<file path="src/pkg/spg_pkg.sv">
// package with register map, field layout and types for the sine pattern generator
// Function
// pattern counter steps at system clock divided by N; a period spans M clocks
// software picks M a multiple of N and 8; M/N full steps, twice half, <=64
// pattern store holds 32 entries of 9 bits; half cycle at most 32
// entry low byte at even address, bit 8 at next odd address, 00h-3Fh
// while generator runs, processor pattern memory reads and writes are blocked
// each step fetches the addressed entry and drives it to the converter
// converter bit 9 is high while step count below half steps, else low
// generator enable bit 7 runs generator; when 0, output amp and converter power down
// software writes zeros to reserved control bits 6 and 5
// bias bit 4 enables bias resistors when 1, powers them down when 0
// divider ratio N equals 6-bit divider field plus one
// half cycle steps equal 5-bit length field plus one
// unimplemented control bits read zero and ignore writes
// amplifier enable bit 7 powers both measurement amps; 0 powers them down
// 4-bit gain code picks second amp gain; codes above 1010 give unity
// ten switch bits close switches when 1; 0-7 low register, 8-9 high register
// divider and length settings cover sine frequencies 5 kHz to 500 kHz
// a 5-bit counter addresses the stored pattern entries; the code counts steps in 6 bits and derives the 5-bit address
// step count runs 0 to full steps minus one, addressing count then count minus half
// all control bits clear at reset; everything disabled, switches open
package spg_pkg;

	// ==================================================================
	// register byte addresses (32-bit aligned words)
	localparam logic [11:0] SPG_OFS_GEN_CTRL   = 12'h000;
	localparam logic [11:0] SPG_OFS_DIVIDER    = 12'h004;
	localparam logic [11:0] SPG_OFS_HALF_LEN   = 12'h008;
	localparam logic [11:0] SPG_OFS_AMP_CTRL   = 12'h00C;
	localparam logic [11:0] SPG_OFS_SW_LOW     = 12'h010;
	localparam logic [11:0] SPG_OFS_SW_HIGH    = 12'h014;
	localparam logic [11:0] SPG_OFS_STATUS     = 12'h018;
	localparam logic [11:0] SPG_OFS_PAT_BASE   = 12'h100;
	localparam logic [11:0] SPG_OFS_PAT_LAST   = 12'h1FC;

	// ==================================================================
	// writable bit masks of each control register
	localparam logic [7:0] SPG_MASK_GEN_CTRL  = 8'hF0;
	localparam logic [7:0] SPG_MASK_DIVIDER   = 8'h3F;
	localparam logic [7:0] SPG_MASK_HALF_LEN  = 8'h1F;
	localparam logic [7:0] SPG_MASK_AMP_CTRL  = 8'h8F;
	localparam logic [7:0] SPG_MASK_SW_LOW    = 8'hFF;
	localparam logic [7:0] SPG_MASK_SW_HIGH   = 8'h03;
	localparam logic [7:0] SPG_RST_CTRL       = 8'h00;

	// field positions
	localparam int SPG_BIT_GEN_ON  = 7;
	localparam int SPG_BIT_BIAS_ON = 4;
	localparam int SPG_BIT_AMPS_ON = 7;

	// ==================================================================
	// pattern store geometry
	localparam int SPG_PAT_DEPTH = 32;
	localparam int SPG_PAT_AW    = 5;
	localparam int SPG_PAT_DW    = 9;
	localparam logic [3:0] SPG_GAIN_MAX = 4'hA;

	// control outputs to the analog section
	typedef struct packed {
		logic       wave_gen_on;
		logic       bias_resistor_on;
		logic       amps_on;
		logic [3:0] second_amp_gain_code;
		logic [9:0] analog_switch_bits;
	} spg_analog_t;

	// state of the step sequencer
	typedef enum logic [1:0] {
		SPG_IDLE = 2'b01,
		SPG_RUN  = 2'b10
	} spg_state_t;

endpackage : spg_pkg

</file>
<file path="src/hw/spg_top.sv">
// sine pattern generator: apb registers, step sequencer, converter drive
`timescale 1ns/1ns
`default_nettype none
module spg_top (
	// clock and reset
	input  wire logic                 pclk,
	input  wire logic                 presetn,
	// apb slave
	input  wire logic                 psel,
	input  wire logic                 penable,
	input  wire logic                 pwrite,
	input  wire logic [11:0]          paddr,
	input  wire logic [31:0]          pwdata,
	input  wire logic [3:0]           pstrb,
	output logic      [31:0]          prdata,
	output logic                      pready,
	output logic                      pslverr,
	// converter and analog controls
	output logic      [9:0]           dac_code,
	output logic                      dac_power_on,
	output spg_pkg::spg_analog_t      analog_ctrl
);

	// ==================================================================
	// control registers
	logic [7:0] gen_ctrl_r,  gen_ctrl_nxt;
	logic [7:0] divider_r,   divider_nxt;
	logic [7:0] half_len_r,  half_len_nxt;
	logic [7:0] amp_ctrl_r,  amp_ctrl_nxt;
	logic [7:0] sw_low_r,    sw_low_nxt;
	logic [7:0] sw_high_r,   sw_high_nxt;

	// apb answer
	logic [31:0] prdata_r,  prdata_nxt;
	logic        pready_r,  pready_nxt;
	logic        pslverr_r, pslverr_nxt;
	logic        rd_pend_r, rd_pend_nxt;

	// sequencer
	spg_pkg::spg_state_t state_r, state_nxt;
	logic [5:0]  step_r, step_nxt;
	logic [9:0]  dac_r, dac_nxt;
	logic        dac_pw_r, dac_pw_nxt;
	logic        fetch_r, fetch_nxt;
	logic        hi_half_r, hi_half_nxt;
	logic        hi_half_d_r;
	spg_pkg::spg_analog_t ana_r, ana_nxt;

	// memory port
	logic       ram_we;
	logic [4:0] ram_addr;
	logic [8:0] ram_wdata;
	logic [8:0] ram_rdata;
	logic       step_en;

	// decoded helpers
	logic       gen_on;
	logic [5:0] half_steps;
	logic [6:0] full_steps;
	logic       acc_phase;
	logic       pat_hit;
	logic       pat_word;
	logic [4:0] pat_idx;
	logic       cpu_ram_we;

	// masked byte write honouring strobe lane 0
	function automatic logic [7:0] spg_wr8(input logic [7:0] old, input logic [31:0] d,
		input logic [3:0] s, input logic [7:0] m);
		spg_wr8 = s[0] ? (d[7:0] & m) : old;
	endfunction : spg_wr8

	assign gen_on     = gen_ctrl_r[spg_pkg::SPG_BIT_GEN_ON];
	assign half_steps = {1'b0, half_len_r[4:0]} + 6'h01;
	assign full_steps = {half_steps, 1'b0};
	assign acc_phase  = psel && penable && !pready_r;
	assign pat_hit    = (paddr >= spg_pkg::SPG_OFS_PAT_BASE) && (paddr <= spg_pkg::SPG_OFS_PAT_LAST);
	// two words per entry: even word low byte, odd word bit 8
	assign pat_idx    = paddr[7:3];
	assign pat_word   = paddr[2];

	// ==================================================================
	// divider and pattern store
	spg_divider u_div (
		.pclk      (pclk),
		.presetn   (presetn),
		.run       (gen_on),
		.div_field (divider_r[5:0]),
		.step_en   (step_en)
	);

	spg_pattern_ram u_ram (
		.pclk  (pclk),
		.we    (ram_we),
		.addr  (ram_addr),
		.wdata (ram_wdata),
		.rdata (ram_rdata)
	);

	// cpu write of one byte half into the 9-bit entry; blocked while running
	assign cpu_ram_we = acc_phase && pwrite && pat_hit && !gen_on && pstrb[0];

	// memory port mux: generator owns the store while enabled
	always_comb begin
		ram_we    = 1'b0;
		ram_addr  = pat_idx;
		ram_wdata = 9'h000;
		if (gen_on) begin
			ram_addr = hi_half_r ? 5'(step_r - half_steps) : step_r[4:0];
		end else if (cpu_ram_we) begin
			ram_we    = 1'b1;
			ram_wdata = pat_word ? {pwdata[0], ram_rdata[7:0]} : {ram_rdata[8], pwdata[7:0]};
		end
	end

	// ==================================================================
	// register bus: two-cycle access, pattern reads wait one more cycle
	always_comb begin
		gen_ctrl_nxt = gen_ctrl_r;
		divider_nxt  = divider_r;
		half_len_nxt = half_len_r;
		amp_ctrl_nxt = amp_ctrl_r;
		sw_low_nxt   = sw_low_r;
		sw_high_nxt  = sw_high_r;
		prdata_nxt   = prdata_r;
		pready_nxt   = 1'b0;
		pslverr_nxt  = 1'b0;
		rd_pend_nxt  = 1'b0;
		if (acc_phase && pat_hit && !pwrite && !gen_on && !rd_pend_r) begin
			// address was already on the memory port; wait for registered data
			rd_pend_nxt = 1'b1;
		end else if (acc_phase) begin
			pready_nxt = 1'b1;
			prdata_nxt = 32'h0000_0000;
			if (pat_hit) begin
				if (gen_on) begin
					pslverr_nxt = 1'b1;
				end else if (!pwrite) begin
					prdata_nxt = pat_word ? {31'h0, ram_rdata[8]} : {24'h0, ram_rdata[7:0]};
				end
			end else begin
				unique case (paddr)
					spg_pkg::SPG_OFS_GEN_CTRL: begin
						prdata_nxt = {24'h0, gen_ctrl_r};
						if (pwrite) gen_ctrl_nxt = spg_wr8(gen_ctrl_r, pwdata, pstrb,
							spg_pkg::SPG_MASK_GEN_CTRL);
					end
					spg_pkg::SPG_OFS_DIVIDER: begin
						prdata_nxt = {24'h0, divider_r};
						if (pwrite) divider_nxt = spg_wr8(divider_r, pwdata, pstrb,
							spg_pkg::SPG_MASK_DIVIDER);
					end
					spg_pkg::SPG_OFS_HALF_LEN: begin
						prdata_nxt = {24'h0, half_len_r};
						if (pwrite) half_len_nxt = spg_wr8(half_len_r, pwdata, pstrb,
							spg_pkg::SPG_MASK_HALF_LEN);
					end
					spg_pkg::SPG_OFS_AMP_CTRL: begin
						prdata_nxt = {24'h0, amp_ctrl_r};
						if (pwrite) amp_ctrl_nxt = spg_wr8(amp_ctrl_r, pwdata, pstrb,
							spg_pkg::SPG_MASK_AMP_CTRL);
					end
					spg_pkg::SPG_OFS_SW_LOW: begin
						prdata_nxt = {24'h0, sw_low_r};
						if (pwrite) sw_low_nxt = spg_wr8(sw_low_r, pwdata, pstrb,
							spg_pkg::SPG_MASK_SW_LOW);
					end
					spg_pkg::SPG_OFS_SW_HIGH: begin
						prdata_nxt = {24'h0, sw_high_r};
						if (pwrite) sw_high_nxt = spg_wr8(sw_high_r, pwdata, pstrb,
							spg_pkg::SPG_MASK_SW_HIGH);
					end
					spg_pkg::SPG_OFS_STATUS: begin
						prdata_nxt = {16'h0, 2'b00, step_r, 7'h00, gen_on};
						pslverr_nxt = pwrite;
					end
					default: begin
						pslverr_nxt = 1'b1;
					end
				endcase
			end
		end
	end

	always_ff @(posedge pclk or negedge presetn) begin
		if (!presetn) begin
			gen_ctrl_r <= spg_pkg::SPG_RST_CTRL;
			divider_r  <= spg_pkg::SPG_RST_CTRL;
			half_len_r <= spg_pkg::SPG_RST_CTRL;
			amp_ctrl_r <= spg_pkg::SPG_RST_CTRL;
			sw_low_r   <= spg_pkg::SPG_RST_CTRL;
			sw_high_r  <= spg_pkg::SPG_RST_CTRL;
			prdata_r   <= 32'h0000_0000;
			pready_r   <= 1'b0;
			pslverr_r  <= 1'b0;
			rd_pend_r  <= 1'b0;
		end else begin
			gen_ctrl_r <= gen_ctrl_nxt;
			divider_r  <= divider_nxt;
			half_len_r <= half_len_nxt;
			amp_ctrl_r <= amp_ctrl_nxt;
			sw_low_r   <= sw_low_nxt;
			sw_high_r  <= sw_high_nxt;
			prdata_r   <= prdata_nxt;
			pready_r   <= pready_nxt;
			pslverr_r  <= pslverr_nxt;
			rd_pend_r  <= rd_pend_nxt;
		end
	end

	// ==================================================================
	// step sequencer: step count 0..full_steps-1, entry fetched then driven
	always_comb begin
		state_nxt   = state_r;
		step_nxt    = step_r;
		hi_half_nxt = hi_half_r;
		fetch_nxt   = 1'b0;
		dac_nxt     = dac_r;
		dac_pw_nxt  = gen_on;
		unique case (state_r)
			spg_pkg::SPG_IDLE: begin
				step_nxt    = 6'h00;
				hi_half_nxt = 1'b0;
				dac_nxt     = 10'h000;
				if (gen_on) state_nxt = spg_pkg::SPG_RUN;
			end
			spg_pkg::SPG_RUN: begin
				if (!gen_on) begin
					state_nxt = spg_pkg::SPG_IDLE;
				end else if (step_en) begin
					fetch_nxt = 1'b1;
					// 5-bit entry address, 6-bit count covers full cycles up to 64 steps
					if ({1'b0, step_r} + 7'h01 >= full_steps) begin
						step_nxt    = 6'h00;
						hi_half_nxt = 1'b0;
					end else begin
						step_nxt    = step_r + 6'h01;
						hi_half_nxt = (step_r + 6'h01) >= half_steps;
					end
				end
			end
			default: state_nxt = spg_pkg::SPG_IDLE;
		endcase
		// fetched entry arrives one clock after address; top bit marks half
		if (fetch_r) begin
			dac_nxt = {~hi_half_d_r, ram_rdata};
		end
	end

	always_ff @(posedge pclk or negedge presetn) begin
		if (!presetn) begin
			state_r     <= spg_pkg::SPG_IDLE;
			step_r      <= 6'h00;
			hi_half_r   <= 1'b0;
			hi_half_d_r <= 1'b0;
			fetch_r     <= 1'b0;
			dac_r       <= 10'h000;
			dac_pw_r    <= 1'b0;
		end else begin
			state_r     <= state_nxt;
			step_r      <= step_nxt;
			hi_half_r   <= hi_half_nxt;
			hi_half_d_r <= hi_half_r;
			fetch_r     <= fetch_nxt;
			dac_r       <= dac_nxt;
			dac_pw_r    <= dac_pw_nxt;
		end
	end

	// ==================================================================
	// analog control outputs registered from the control bits
	always_comb begin
		ana_nxt.wave_gen_on          = gen_on;
		ana_nxt.bias_resistor_on     = gen_ctrl_r[spg_pkg::SPG_BIT_BIAS_ON];
		ana_nxt.amps_on              = amp_ctrl_r[spg_pkg::SPG_BIT_AMPS_ON];
		ana_nxt.second_amp_gain_code = (amp_ctrl_r[3:0] > spg_pkg::SPG_GAIN_MAX) ?
			4'h0 : amp_ctrl_r[3:0];
		ana_nxt.analog_switch_bits   = {sw_high_r[1:0], sw_low_r};
	end

	always_ff @(posedge pclk or negedge presetn) begin
		if (!presetn) begin
			ana_r <= '0;
		end else begin
			ana_r <= ana_nxt;
		end
	end

	assign prdata       = prdata_r;
	assign pready       = pready_r;
	assign pslverr      = pslverr_r;
	assign dac_code     = dac_r;
	assign dac_power_on = dac_pw_r;
	assign analog_ctrl  = ana_r;
endmodule : spg_top
`default_nettype wire

</file>
<file path="src/hw/spg_divider.sv">
// clock divider giving one step enable every N system clocks
`timescale 1ns/1ns
`default_nettype none
module spg_divider (
	// clock and reset
	input  wire logic       pclk,
	input  wire logic       presetn,
	// control
	input  wire logic       run,
	input  wire logic [5:0] div_field,
	// step enable pulse
	output logic            step_en
);

	logic [5:0] cnt_r;
	logic [5:0] cnt_nxt;
	logic       step_r;
	logic       step_nxt;

	// count 0..div_field, pulse on the last count so period is field+1
	always_comb begin
		cnt_nxt  = cnt_r;
		step_nxt = 1'b0;
		if (!run) begin
			cnt_nxt = 6'h00;
		end else if (cnt_r >= div_field) begin
			cnt_nxt  = 6'h00;
			step_nxt = 1'b1;
		end else begin
			cnt_nxt = cnt_r + 6'h01;
		end
	end

	always_ff @(posedge pclk or negedge presetn) begin
		if (!presetn) begin
			cnt_r  <= 6'h00;
			step_r <= 1'b0;
		end else begin
			cnt_r  <= cnt_nxt;
			step_r <= step_nxt;
		end
	end

	assign step_en = step_r;
endmodule : spg_divider
`default_nettype wire

</file>
<file path="src/hw/spg_pattern_ram.sv">
// 32 x 9 pattern store with one read/write port
`timescale 1ns/1ns
`default_nettype none
module spg_pattern_ram (
	// clock
	input  wire logic       pclk,
	// port
	input  wire logic       we,
	input  wire logic [4:0] addr,
	input  wire logic [8:0] wdata,
	output logic      [8:0] rdata
);

	logic [8:0] mem [0:31];
	logic [8:0] rd_r;

	// synchronous write and registered read
	always_ff @(posedge pclk) begin
		if (we) begin
			mem[addr] <= wdata;
		end
		rd_r <= mem[addr];
	end

	assign rdata = rd_r;

endmodule : spg_pattern_ram
`default_nettype wire

</file>
<file path="config.mk">
export PLATFORM = sky130hd
export DESIGN_NAME = spg_top
export DESIGN_NICKNAME = d
export VERILOG_FILES = /design/src/pkg/spg_pkg.sv /design/src/hw/spg_top.sv /design/src/hw/spg_divider.sv /design/src/hw/spg_pattern_ram.sv
export SDC_FILE = /design/constraint.sdc
export NUM_CORES = 1
export LEC_CHECK = 0
export ABC_AREA = 1
export BUFFER_PORTS_ARGS = -buffer_cell sky130_fd_sc_hd__buf_2
export CAP_MARGIN = 10
export CORE_MARGIN = 4
export CORE_UTILIZATION = 60
export DETAILED_ROUTE_END_ITERATION = 8
export PLACE_DENSITY = 0.87
export SYNTH_ARGS = -nofsm -noshare
export SYNTH_HDL_FRONTEND = slang
export SYNTH_SLANG_ARGS = --single-unit
</file>
<file path="constraint.sdc">
create_clock -name pclk -period 3.3 [get_ports pclk]
set_clock_uncertainty 0.2 [all_clocks]
set_input_delay 0.33 -clock pclk [delete_from_list [all_inputs] [get_ports pclk]]
set_output_delay 0.33 -clock pclk [all_outputs]
set_load 0.05 [all_outputs]
</file>
==> Yosys cells after proc, flatten, opt, wreduce, memory -nomap -nowiden <==
Memory sizes are Yosys's and may differ from the RTL's. A register that Yosys moved wholly into a read port is not among the register bits.
Index checks and enable logic that the tools add are counted.
{ "totals": {"output_inout_bits": 62, "elab_cells": 121, "n_memories": 1, "romBits": 0, "regBits": 110, "ramBits": 288, "latchBits": 0} }
{ "mem_list": {"columns": ["name", "words", "width", "read_ports", "rd_ports_with_merged_regs", "wr", "line", "text"], "rows": [
  ["u_ram.mem", 32, 9, 1, 1, 1, "spg_pattern_ram.sv:14", "logic [8:0] mem [0:31];"]
]} }
{ "op_classes": {"n_bitwise": 3, "magnitude_cmp": 6, "add_sub_neg": 5, "div_mod_pow": 0, "mul": 0, "muxes": 43, "n_eq_ne": 12, "shifts": 0, "reduce_logical": 28} }
{ "ops": {"columns": ["cell", "n"], "rows": [
  ["14-bit one-hot mux with 7 select lines", 1],
  ["12-bit by 5-bit == test with 1-bit output (second input constant)", 3],
  ["6-bit AND reduction", 6],
  ["32-bit two-way mux", 1],
  ["6-bit two-way mux", 5],
  ["9-bit two-way mux", 3],
  ["12-bit by 4-bit == test with 1-bit output (second input constant)", 2],
  ["8-bit two-way mux", 3],
  ["10-bit two-way mux", 2],
  ["1-bit two-way mux", 19],
  ["6-bit by 1-bit adder with 6-bit output (second input constant)", 2],
  ["12-bit by 3-bit == test with 1-bit output (second input constant)", 1],
  ["12-bit by 9-bit >= comparator with 1-bit output (second input constant)", 1],
  ["6-bit >= comparator", 2],
  ["12-bit by 9-bit less-or-equal comparator with 1-bit output (second input constant)", 1],
  ["12-bit logical NOT", 1],
  ["6-bit one-hot mux with 2 select lines", 1],
  ["1-bit logical AND", 11],
  ["5-bit two-way mux", 2],
  ["6-bit by 1-bit adder with 7-bit output (second input constant)", 1],
  ["7-bit >= comparator", 1],
  ["5-bit by 1-bit adder with 6-bit output (second input constant)", 1],
  ["2-bit inequality test (second input constant)", 3],
  ["6-bit OR reduction", 1],
  ["14 further kinds", 23]
]} }

==> Longest topological paths before layout <==
Gate-level depths: netlist of run 1.
{ "logic_depth": {"word_depth": 10, "ltp_mapped": 21, "depth_no_buf": 19} }

==> Modules after synthesis <==
From an unflattened synthesis of run 1, not the netlist that was laid out.
{ "unflattened": {"hier_cells": 1871, "hier_area_um2": 17755.8} }
{ "by_module_without_submodules": {"columns": ["mod", "area_per_inst_um2", "cells_per_inst", "n_inst", "seq_area_each_um2"], "rows": [
  ["spg_pattern_ram", 12344.3, 1188, 1, 8828.5],
  ["spg_top", 4942.2, 625, 1, 2128.3],
  ["spg_divider", 469.2, 58, 1, 175.2]
]} }

==> Least setup slack after synthesis of run 1 <==
No wires, ideal clock.
{ "synth_path": {"path_type": "register to register", "startpoint": "reg half_len_r[0]", "endpoint": "mem u_ram.mem[0][0], enable pin", "period_less_slack_ps": 3069, "path_buffers": 1, "setup_time_ps": 374, "stages_incl_launch_ff": 15, "path_slack_ps": 231, "arrival_time_ps": 2495, "required_time_ps": 2726, "path_cell_list": "dfrtp_1 -> ha_1 -> inv_1 -> nand2_1 -> inv_1 -> nor2_1 -> ha_1 -> inv_1 -> nand2_1 -> nand3_1 -> nand2_1 -> nor2_4 -> buf_2 -> nand2_1 -> nor2_1"} }
{ "synth_via": {"elab_chain_cells": 4} }
{ "synth_rtl": {"columns": ["element", "line", "text"], "rows": [
  ["start: declaration", "spg_top.sv:28", "logic [7:0] half_len_r, half_len_nxt;"],
  ["start signal: assignment", "spg_top.sv:188", "half_len_r <= spg_pkg::SPG_RST_CTRL;"],
  ["start signal: assignment", "spg_top.sv:199", "half_len_r <= half_len_nxt;"],
  ["5-bit by 1-bit adder with 6-bit output", "spg_top.sv:73", "assign half_steps = {1'b0, half_len_r[4:0]} + 6'h01;"],
  ["5-bit subtractor", "spg_top.sv:108", "ram_addr = hi_half_r ? 5'(step_r - half_steps) : step_r[4:0];"],
  ["5-bit two-way mux", "spg_top.sv:108", null],
  ["5-bit two-way mux", "spg_top.sv:107", "if (gen_on) begin"],
  ["end: declaration", "spg_pattern_ram.sv:14", null]
]} }
Every way passes these cells.

==> Final worst setup path of run 1 <==
{ "layout_path": {"startpoint": "reg half_len_r[0]", "endpoint": "reg u_ram.rd_r[7], in the netlist u_ram.rdata[7], read port of u_ram.mem"} }
{ "layout_via": {"elab_chain_cells": 4} }
{ "layout_rtl": {"columns": ["element", "line", "text"], "rows": [
  ["5-bit by 1-bit adder with 6-bit output", "spg_top.sv:73", null],
  ["5-bit subtractor", "spg_top.sv:108", null],
  ["5-bit two-way mux", "spg_top.sv:108", null],
  ["5-bit two-way mux", "spg_top.sv:107", null],
  ["end: declaration", "spg_pattern_ram.sv:15", "logic [8:0] rd_r;"]
]} }
Every way passes these cells.
A chain may end at the register's enable or synchronous reset.

==> results of run 1 <==
[critical path: stages (launching register included)]
cell and delay [ns]:
sky130_fd_sc_hd__dfrtp_1 0.38, sky130_fd_sc_hd__ha_1 0.35, sky130_fd_sc_hd__inv_1 0.11, sky130_fd_sc_hd__nand2_1 0.09
sky130_fd_sc_hd__inv_1 0.07, sky130_fd_sc_hd__nor2_1 0.04, sky130_fd_sc_hd__ha_1 0.30, sky130_fd_sc_hd__inv_1 0.06
sky130_fd_sc_hd__nand2_1 0.04, sky130_fd_sc_hd__nand3_1 0.09, sky130_fd_sc_hd__nand2_1 0.17, sky130_fd_sc_hd__buf_4 0.28
sky130_fd_sc_hd__nand3_1 0.12, sky130_fd_sc_hd__nand2_1 0.09, sky130_fd_sc_hd__nor2_1 0.23, sky130_fd_sc_hd__nand2_1 0.13
sky130_fd_sc_hd__nand3_1 0.10, sky130_fd_sc_hd__nand2_1 0.06, sky130_fd_sc_hd__nand2_1 0.05, sky130_fd_sc_hd__nand2_1 0.04
[sequential cells by signal, summed over array words and instances (netlist names)]
| signal | flops |
|---|---|
| u_ram.mem | 288 |
| analog_ctrl | 17 |
| prdata | 14 |
| dac_code | 10 |
| u_ram.rdata | 9 |
| sw_low_r | 8 |
| divider_r | 6 |
| step_r | 6 |
| u_div.cnt_r | 6 |
| amp_ctrl_r | 5 |
| half_len_r | 5 |
| gen_ctrl_r | 4 |
| state_r | 2 |
| sw_high_r | 2 |
| fetch_r | 1 |
| hi_half_d_r | 1 |
| hi_half_r | 1 |
| pready | 1 |
| pslverr | 1 |
| rd_pend_r | 1 |
| u_div.step_en | 1 |
[cell type report]
class	instances	area, µm²	share of cell area [%]
Clock buffer	52	1130	5.62
Clock inverter	20	219	1.09
Inverter	125	472	2.35
Multi-Input combinational cell	1192	5370	26.7
Sequential cell	389	11100	55.5
Tap cell	384	480	2.39
Timing Repair Buffer	168	1280	6.37
[power groups by stage]
stage	Sequential, mW	Clock, mW	Combinational (mW)
floorplan	5.55	0	0.458
global placement	5.53	0	0.653
detailed placement	5.54	0	0.673
CTS	5.44	4.60	0.698
global route	5.45	4.84	0.775
finish	5.45	4.57	0.709
[what timing repair did]
| item | 4_1_cts | 5_1_grt |
|---|---|---|
| hold buffers | 12 | 0 |
| buffers inserted | 0 | 1 |
| hold endpoints to repair | 95 | 0 |
| endpoints found under the setup margin | 0 | 250 |
| gates resized for setup | 0 | 12 |
[metrics by stage]
step,setup slack [ns],cells
detailed placement,0.108,2245
CTS,0.0978,2329
global placement,0.177,2245
finish,0.194,2330
floorplan,0.231,1794
global route,0.0107,2330
[layout by cell type (no fill, tap or decap), drive strengths merged, types with 2 or more instances in the layout]
master,instances
nand2,672
edfxtp,288
nand3,186
buf,156
nor2,151
inv,124
dfrtp,91
a21oi,59
clkbuf,52
ha,22
nand4,20
conb,18
clkinv,16
o21ai,14
dlygate4sd3,12
nor3,12
o22ai,9
dfxtp,9
xor2,6
o31ai,6
mux2i,4
bufinv,4
a211oi,2
[how the worst max path moves through the flow]
stage                     slack [ns]           from          endpoint  cells after the start
final                           0.19  half_len_r[0]    u_ram.rdata[7]                     19
after global routing            0.01  half_len_r[0]    u_ram.rdata[1]                     20
after CTS                        0.1  half_len_r[1]  u_ram.mem[28][5]                     14
after detailed placement        0.11  half_len_r[1]  u_ram.mem[28][5]                     14
after global placement          0.18  half_len_r[0]   u_ram.mem[5][0]                     14
after floorplan                 0.23  half_len_r[0]   u_ram.mem[0][0]                     14
[kinds of logic after synthesis]
| group | after synthesis | share of synthesized area [%] |
|---|---|---|
| buffers and inverters | 213 | 5.88 |
| adders and majority gates | 22 | 1.58 |
| and+or+nand+nor | 1046 | 24.9 |
| DFF | 389 | 64.0 |
| xor gates and xnor gates | 7 | 0.353 |
| muxes | 4 | 0.230 |
| AOI/OAI and AO/OA | 95 | 3.00 |
| other | 1 | 0.0216 |
[per-layer routing]
| metal | vias to the layer above | global-route usage [%] |
|---|---|---|
| li1 | 6116 | - |
| met1 | 6242 | 36.6 |
| met2 | 828 | 47.7 |
| met3 | 162 | 4.30 |
| met4 | 0 | 12.6 |
| met5 | - | 0 |
==> impl_metrics.tcl, run 1 <==
set metrics [dict create \
    run_status "finished clean" \
    final_area_um2 20100 \
    place.detailed.hpwl_mm 28.6 \
    synth_ff_type "sky130_fd_sc_hd__edfxtp_1" \
    netSwitchingFraction_pct 23.3 \
    r2r.worst_path.cells 19 \
    tritoncts_clock_tree "built" \
    initial_utilization_pct 60.7 \
    htreeDepth 2 \
    share_of_power_burned_in_the_clock_network_pct 42.6 \
    reg2reg_setup_slack_ns 0.19 \
    totalNegativeSetupSlack_ns 0 \
    power.net_switching_mw 2.49 \
    power.share.combinational_pct 6.6 \
    grt_pass1_wl_mm 69.2 \
    synth-edff-count 288 \
    initial_antenna_violation_count 0 \
    syn_area_per_cell_um2 9.78 \
    hold_path.startpoint "pwrite" \
    sink_count_of_the_clock_tree 389 \
    globalplace.congestion 0.956 \
    timing.setup.critical_path_class "reg -> reg" \
    min_path_type "in -> reg" \
    power_density_nw_per_um2 534 \
    synth.area.top_cells "sky130_fd_sc_hd__edfxtp_1 (50%), sky130_fd_sc_hd__nand2_1 (14%), sky130_fd_sc_hd__dfrtp_1 (13%)" \
    hold-worst-slack_ns 0.150 \
    final.min_clock_period_ns 3.11 \
    worst_skew_pair.late_latency_ns 0.54 \
    core_area_um2 28600 \
    critPathMaxFanout 23 \
    dr.max_layer_used "met4" \
    fmaxAchievable_ghz 0.322 \
    cp.required_ns 3.51 \
    met2WireLength_mm 21.7 \
    synth_top_cells_by_count "sky130_fd_sc_hd__nand2_1 (664), sky130_fd_sc_hd__edfxtp_1 (288), sky130_fd_sc_hd__nand3_1 (182)" \
    max-vdd-ir-drop_mv 0.553 \
    synth_area_leader_cell "sky130_fd_sc_hd__edfxtp_1" \
    wl_met1_mm 16.8 \
    async_set_reset_flop_share_out_of_synthesis_pct 23.7 \
    clockRootBuffer "sky130_fd_sc_hd__clkbuf_16" \
    routed-wl-met3_mm 4.18 \
    detail-route-antenna-nets 0 \
    clock_pin_slew_on_the_worst_setup_and_hold_paths_ns 0.06 \
    min_delay_path_depth 5 \
    area.growth.synth_to_final_pct 15.5 \
    cts-root-to-sink-buffers 3 \
    rel_slew_slack_pct 45.0 \
    number_of_drc_violations_after_detailed_routing 0 \
    post-synth-top-area-fraction_pct 49.7 \
    slew_viol_final 0 \
    dieWidth_um 178 \
    design_power_total_mw 10.7 \
    detailedRoute.firstIterationViolations 1635 \
    worst-slew-pin-transition_ns 0.824 \
    overflow 0 \
    totalWireLength_mm 44.9 \
    p_int_mw 8.23 \
    power.static_leakage_nw 9.58 \
    pin_count 115 \
    timing.critical_path.from_type "register" \
    dr_total_vias 13348 \
    maximum_number_of_pins_on_one_net_before_global_route_repair 67 \
    die_area_um2 31800 \
    min_delay_worst_endpoint "pslverr" \
    detail_route.first_pass.iterations 6 \
    gr-usage-all-layers_pct 28.3 \
    setup_violators_final 0 \
    synth_seq_cells 389 \
    r2r-end "u_ram.rdata[7]" \
    p_seq_share_pct 50.8 \
    seq_area_frac_synth_pct 64.0 \
    fp-row-count 62 \
    cp.arrival_ns 3.32 \
    maxCapViolations 0 \
    rsz0062_at_grt "false" \
    most_used_standard_cell_by_instance_count_after_synthesis "sky130_fd_sc_hd__nand2_1" \
    number_of_inserted_diodes 0 \
    synth.distinct_cells 47 \
    nNetsFinal 1990 \
    yosysWarningCount 0 \
    final-hold-violation-count 0 \
    layout_worst_path_cycle_share_pct 94.1 \
    placement.io_buffers 69 \
    postSynthCellCount 1777 \
    grt_pass1_vias 13070 \
    finalCoreUtilization_pct 70.1 \
    routed_wire_length_per_instance_um 19.3 \
    placement.cell_area_um2 18600 \
    route.detailed.vias_per_inst 5.73 \
    syn-cell-area_um2 17400 \
    drive_gt1_share_pct 13.5 \
    die_h_um 178 \
    crit_path_end_kind "register" \
    cts_made_buffers 39 \
    fillerInstances 1918 \
    crit-reg2reg-launch "half_len_r[0]" \
]
No activity file was read; power rests on OpenSTA's default activity.
==> run 2, diff against run 1 <==
ABC_AREA = 0   (was 1)
==> run 2 against run 1 <==
The flow now finishes with violations (negative setup slack). Non-clock buffer count grew 39. Final area is essentially flat. First-iteration DRC count shrank 19%. Power shrank 5.9%. Global-route usage shrank 1.3 points. Critical path depth shrank 5. Combinational power shrank 19%. Routed wire length shrank 1.8%. Area after synthesis shrank 3.9%. Via count shrank 15%. Clock-buffer cell count is the same. Utilization grew 3.8 points.
==> impl_metrics.tcl, run 2 <==
set metrics [dict create \
    run_status "complete, but fails checks" \
    violations "negative setup slack" \
    multi_input_logic_area_um2 5510 \
    pre_cts_ws_ns -0.271 \
    synth.area.top_cells "sky130_fd_sc_hd__edfxtp_1 (52%), sky130_fd_sc_hd__dfrtp_1 (14%), sky130_fd_sc_hd__mux2i_1 (5.3%)" \
    synth_area_leader_cell "sky130_fd_sc_hd__edfxtp_1" \
    dr_total_vias 11401 \
    commonest_non_fill_non_tap_cells_in_the_layout "sky130_fd_sc_hd__edfxtp_1 (288), sky130_fd_sc_hd__a211oi_1 (106), sky130_fd_sc_hd__dfrtp_1 (91), sky130_fd_sc_hd__buf_4 (91), sky130_fd_sc_hd__mux2i_1 (88)" \
    maxCapViolations 0 \
    grt_pass1_vias 11016 \
    final-hold-violation-count 0 \
    min_path_type "in -> reg" \
    power.static_leakage_nw 8.51 \
    power_density_nw_per_um2 502 \
    nNetsFinal 1434 \
    gr-usage-all-layers_pct 27.0 \
    rel_slew_slack_pct 56.6 \
    overflow 0 \
    clock_pin_slew_on_the_worst_setup_and_hold_paths_ns 0.06 \
    maximum_number_of_pins_on_one_net_before_global_route_repair 71 \
    cp.arrival_ns 3.66 \
    dieWidth_um 175 \
    syn_area_per_cell_um2 14.2 \
    synth-edff-count 288 \
    timing.setup.critical_path_class "reg -> reg" \
    yosysWarningCount 0 \
    synth_top_cells_by_count "sky130_fd_sc_hd__edfxtp_1 (288), sky130_fd_sc_hd__a211oi_1 (111), sky130_fd_sc_hd__dfrtp_1 (91)" \
    place.detailed.hpwl_mm 25.4 \
    max-vdd-ir-drop_mv 0.603 \
    crit_slowest_cell "sky130_fd_sc_hd__o31ai_2" \
    finalCoreUtilization_pct 73.9 \
    layout_setup_ws_ns -0.197 \
    path_buf_inv 6 \
    critPathTopFamily "simple AND/OR/NAND/NOR gates" \
    detail-route-antenna-nets 0 \
    detailedRoute.firstIterationViolations 1320 \
    async_set_reset_flop_share_out_of_synthesis_pct 23.7 \
    initial_antenna_violation_count 0 \
    timing.critical_path.from_type "register" \
    tritoncts_clock_tree "built" \
    clockRootBuffer "sky130_fd_sc_hd__clkbuf_16" \
    die_h_um 175 \
    final_common_cell "sky130_fd_sc_hd__edfxtp_1" \
    initial_utilization_pct 61.5 \
    globalplace.congestion 1.01 \
    detail_route.first_pass.iterations 6 \
    route.detailed.vias_per_inst 6.47 \
    postSynthCellCount 1180 \
    pin_count 115 \
    die_area_um2 30600 \
    grt_pass1_wl_mm 64.1 \
    seq_area_um2 11100 \
    drive_gt1_share_pct 27.6 \
    power.net_switching_mw 2.25 \
    fillerInstances 1520 \
    synth_seq_cells 389 \
    sink_count_of_the_clock_tree 389 \
    worst_skew_pair.late_latency_ns 0.54 \
    worst-slew-pin-transition_ns 0.649 \
    p_int_mw 7.84 \
    synth_ff_type "sky130_fd_sc_hd__edfxtp_1" \
    cp.required_ns 3.47 \
    core_area_um2 27200 \
    share_of_power_burned_in_the_clock_network_pct 42.3 \
    fmaxAchievable_ghz 0.286 \
    series_of_cell_instances_along_the_critical_path "buf_6 -> inv_2 -> ha_2 -> inv_2 -> ha_4 -> or3_4 -> and3_4 -> nor3_4 -> buf_6 -> buf_8 -> buf_4 -> a211oi_2 -> o31ai_2 -> o22ai_1" \
    power.share.combinational_pct 5.7 \
    final.min_clock_period_ns 3.50 \
    placement.cell_area_um2 18100 \
    synth.distinct_cells 67 \
    cts_made_buffers 39 \
    design_power_total_mw 10.1 \
    seq_area_frac_synth_pct 66.7 \
    number_of_drc_violations_after_detailed_routing 0 \
    cts-root-to-sink-buffers 3 \
    crit-reg2reg-launch "half_len_r[0]" \
    largest_reg_flops 288 \
    layout_worst_path_cycle_share_pct 106 \
    crit_path_end_kind "register" \
    rsz0062_at_grt "true" \
    startpoint "half_len_r[0]" \
    fp-row-count 60 \
    totalNegativeSetupSlack_ns -0.542 \
    hold_path.startpoint "pwrite" \
    post-synth-top-area-fraction_pct 51.8 \
    totalWireLength_mm 44.1 \
    syn-cell-area_um2 16700 \
    setup_violators_final 22 \
    most_used_standard_cell_by_instance_count_after_synthesis "sky130_fd_sc_hd__edfxtp_1" \
    routed_wire_length_per_instance_um 25.0 \
    netSwitchingFraction_pct 22.3 \
    placement.io_buffers 69 \
    area.growth.synth_to_final_pct 20.3 \
    htreeDepth 2 \
    critPathMaxFanout 7 \
    final_area_um2 20100 \
    slew_viol_final 0 \
    largest_register "u_ram.mem" \
    p_seq_share_pct 52.0 \
    largest_incremental_delay_on_the_critical_path_ns 0.44 \
    number_of_inserted_diodes 0 \
]
==> run 2: logic make-up (layout without fill, tap and decap cells) <==
kind of cell             after synthesis  after routing  synth area share (%)
AO/OA/AOI/OAI                        247            247                  10.9
XOR/XNOR                              13             13                 0.682
adder cells (fa/ha/maj)               26             26                  1.89
buffers and inverters                106            298                  3.37
flip-flops                           389            389                  66.7
multiplexers                         136            136                  8.51
other                                  1             18                0.0225
AND/OR/NAND/NOR                      262            262                  8.00
==> run 2: power groups by stage <==
stage / combinational, mW / sequential, mW / clock (mW)
CTS: 0.519 / 5.25 / 4.28
finish: 0.571 / 5.25 / 4.27
global route: 0.596 / 5.25 / 4.53
global placement: 0.475 / 5.35 / 0
floorplan: 0.309 / 5.35 / 0
detailed placement: 0.487 / 5.35 / 0
==> run 2: path summary, 6_finish.rpt <==
kind	cells past startpoint	to	slack [ns]
worst max-delay path	14	u_ram.rdata[3]	-0.20
worst min-delay path	4	pslverr	0.09
worst max register to register	14	u_ram.rdata[3]	-0.20
worst min register to register	0	analog_ctrl[8]	0.20
max in group asynchronous	3	step_r[4]	1.98
min in group asynchronous	2	dac_code[6]	0.16
==> run 2: worst register-to-register path, stage by stage (launching register included) <==
cell                       delay [ns]
sky130_fd_sc_hd__dfrtp_1         0.42
sky130_fd_sc_hd__buf_6           0.15
sky130_fd_sc_hd__inv_2           0.05
sky130_fd_sc_hd__ha_2            0.18
sky130_fd_sc_hd__inv_2           0.06
sky130_fd_sc_hd__ha_4            0.17
sky130_fd_sc_hd__or3_4           0.39
sky130_fd_sc_hd__and3_4          0.19
sky130_fd_sc_hd__nor3_4          0.36
sky130_fd_sc_hd__buf_6           0.18
sky130_fd_sc_hd__buf_8           0.13
sky130_fd_sc_hd__buf_4           0.11
sky130_fd_sc_hd__a211oi_2        0.05
sky130_fd_sc_hd__o31ai_2         0.44
sky130_fd_sc_hd__o22ai_1         0.25
==> run 2: cell type report <==
class	instances	share of cell area [%]
clock inverter	19	0.691
inverter	20	0.374
sequential	389	55.4
timing repair buffer	207	8.32
clock buffer	52	5.46
tap	372	2.32
multi-input combinational	702	27.4
==> run 2: layer usage <==
metal / wire length, µm / vias to the layer above / global-route usage [%] / part of all wire (%)
li1: - / 4820 / - / -
met1: 16600 / 5645 / 35.8 / 38
met2: 21200 / 801 / 44.7 / 48
met3: 4580 / 135 / 5.50 / 10
met4: 1720 / 0 / 10.0 / 3.9
met5: 0 / - / 0 / 0
==> run 2: timing repair <==
action,CTS,global route
hold buffers,11,0
gates cloned,1,4
setup buffers,3,11
endpoints found under the hold margin,81,0
endpoints found under the setup margin,243,297
resized for setup,43,59
pin swaps,4,13
==> run 2: per-stage QoR <==
stage,cells,hold WS (ns)
6_report,1761,0.0864
5_1_grt,1761,0.160
4_1_cts,1748,0.0667
3_5_place_dp,1662,0.184
3_3_place_gp,1662,0.175
2_1_floorplan,1197,-0.166
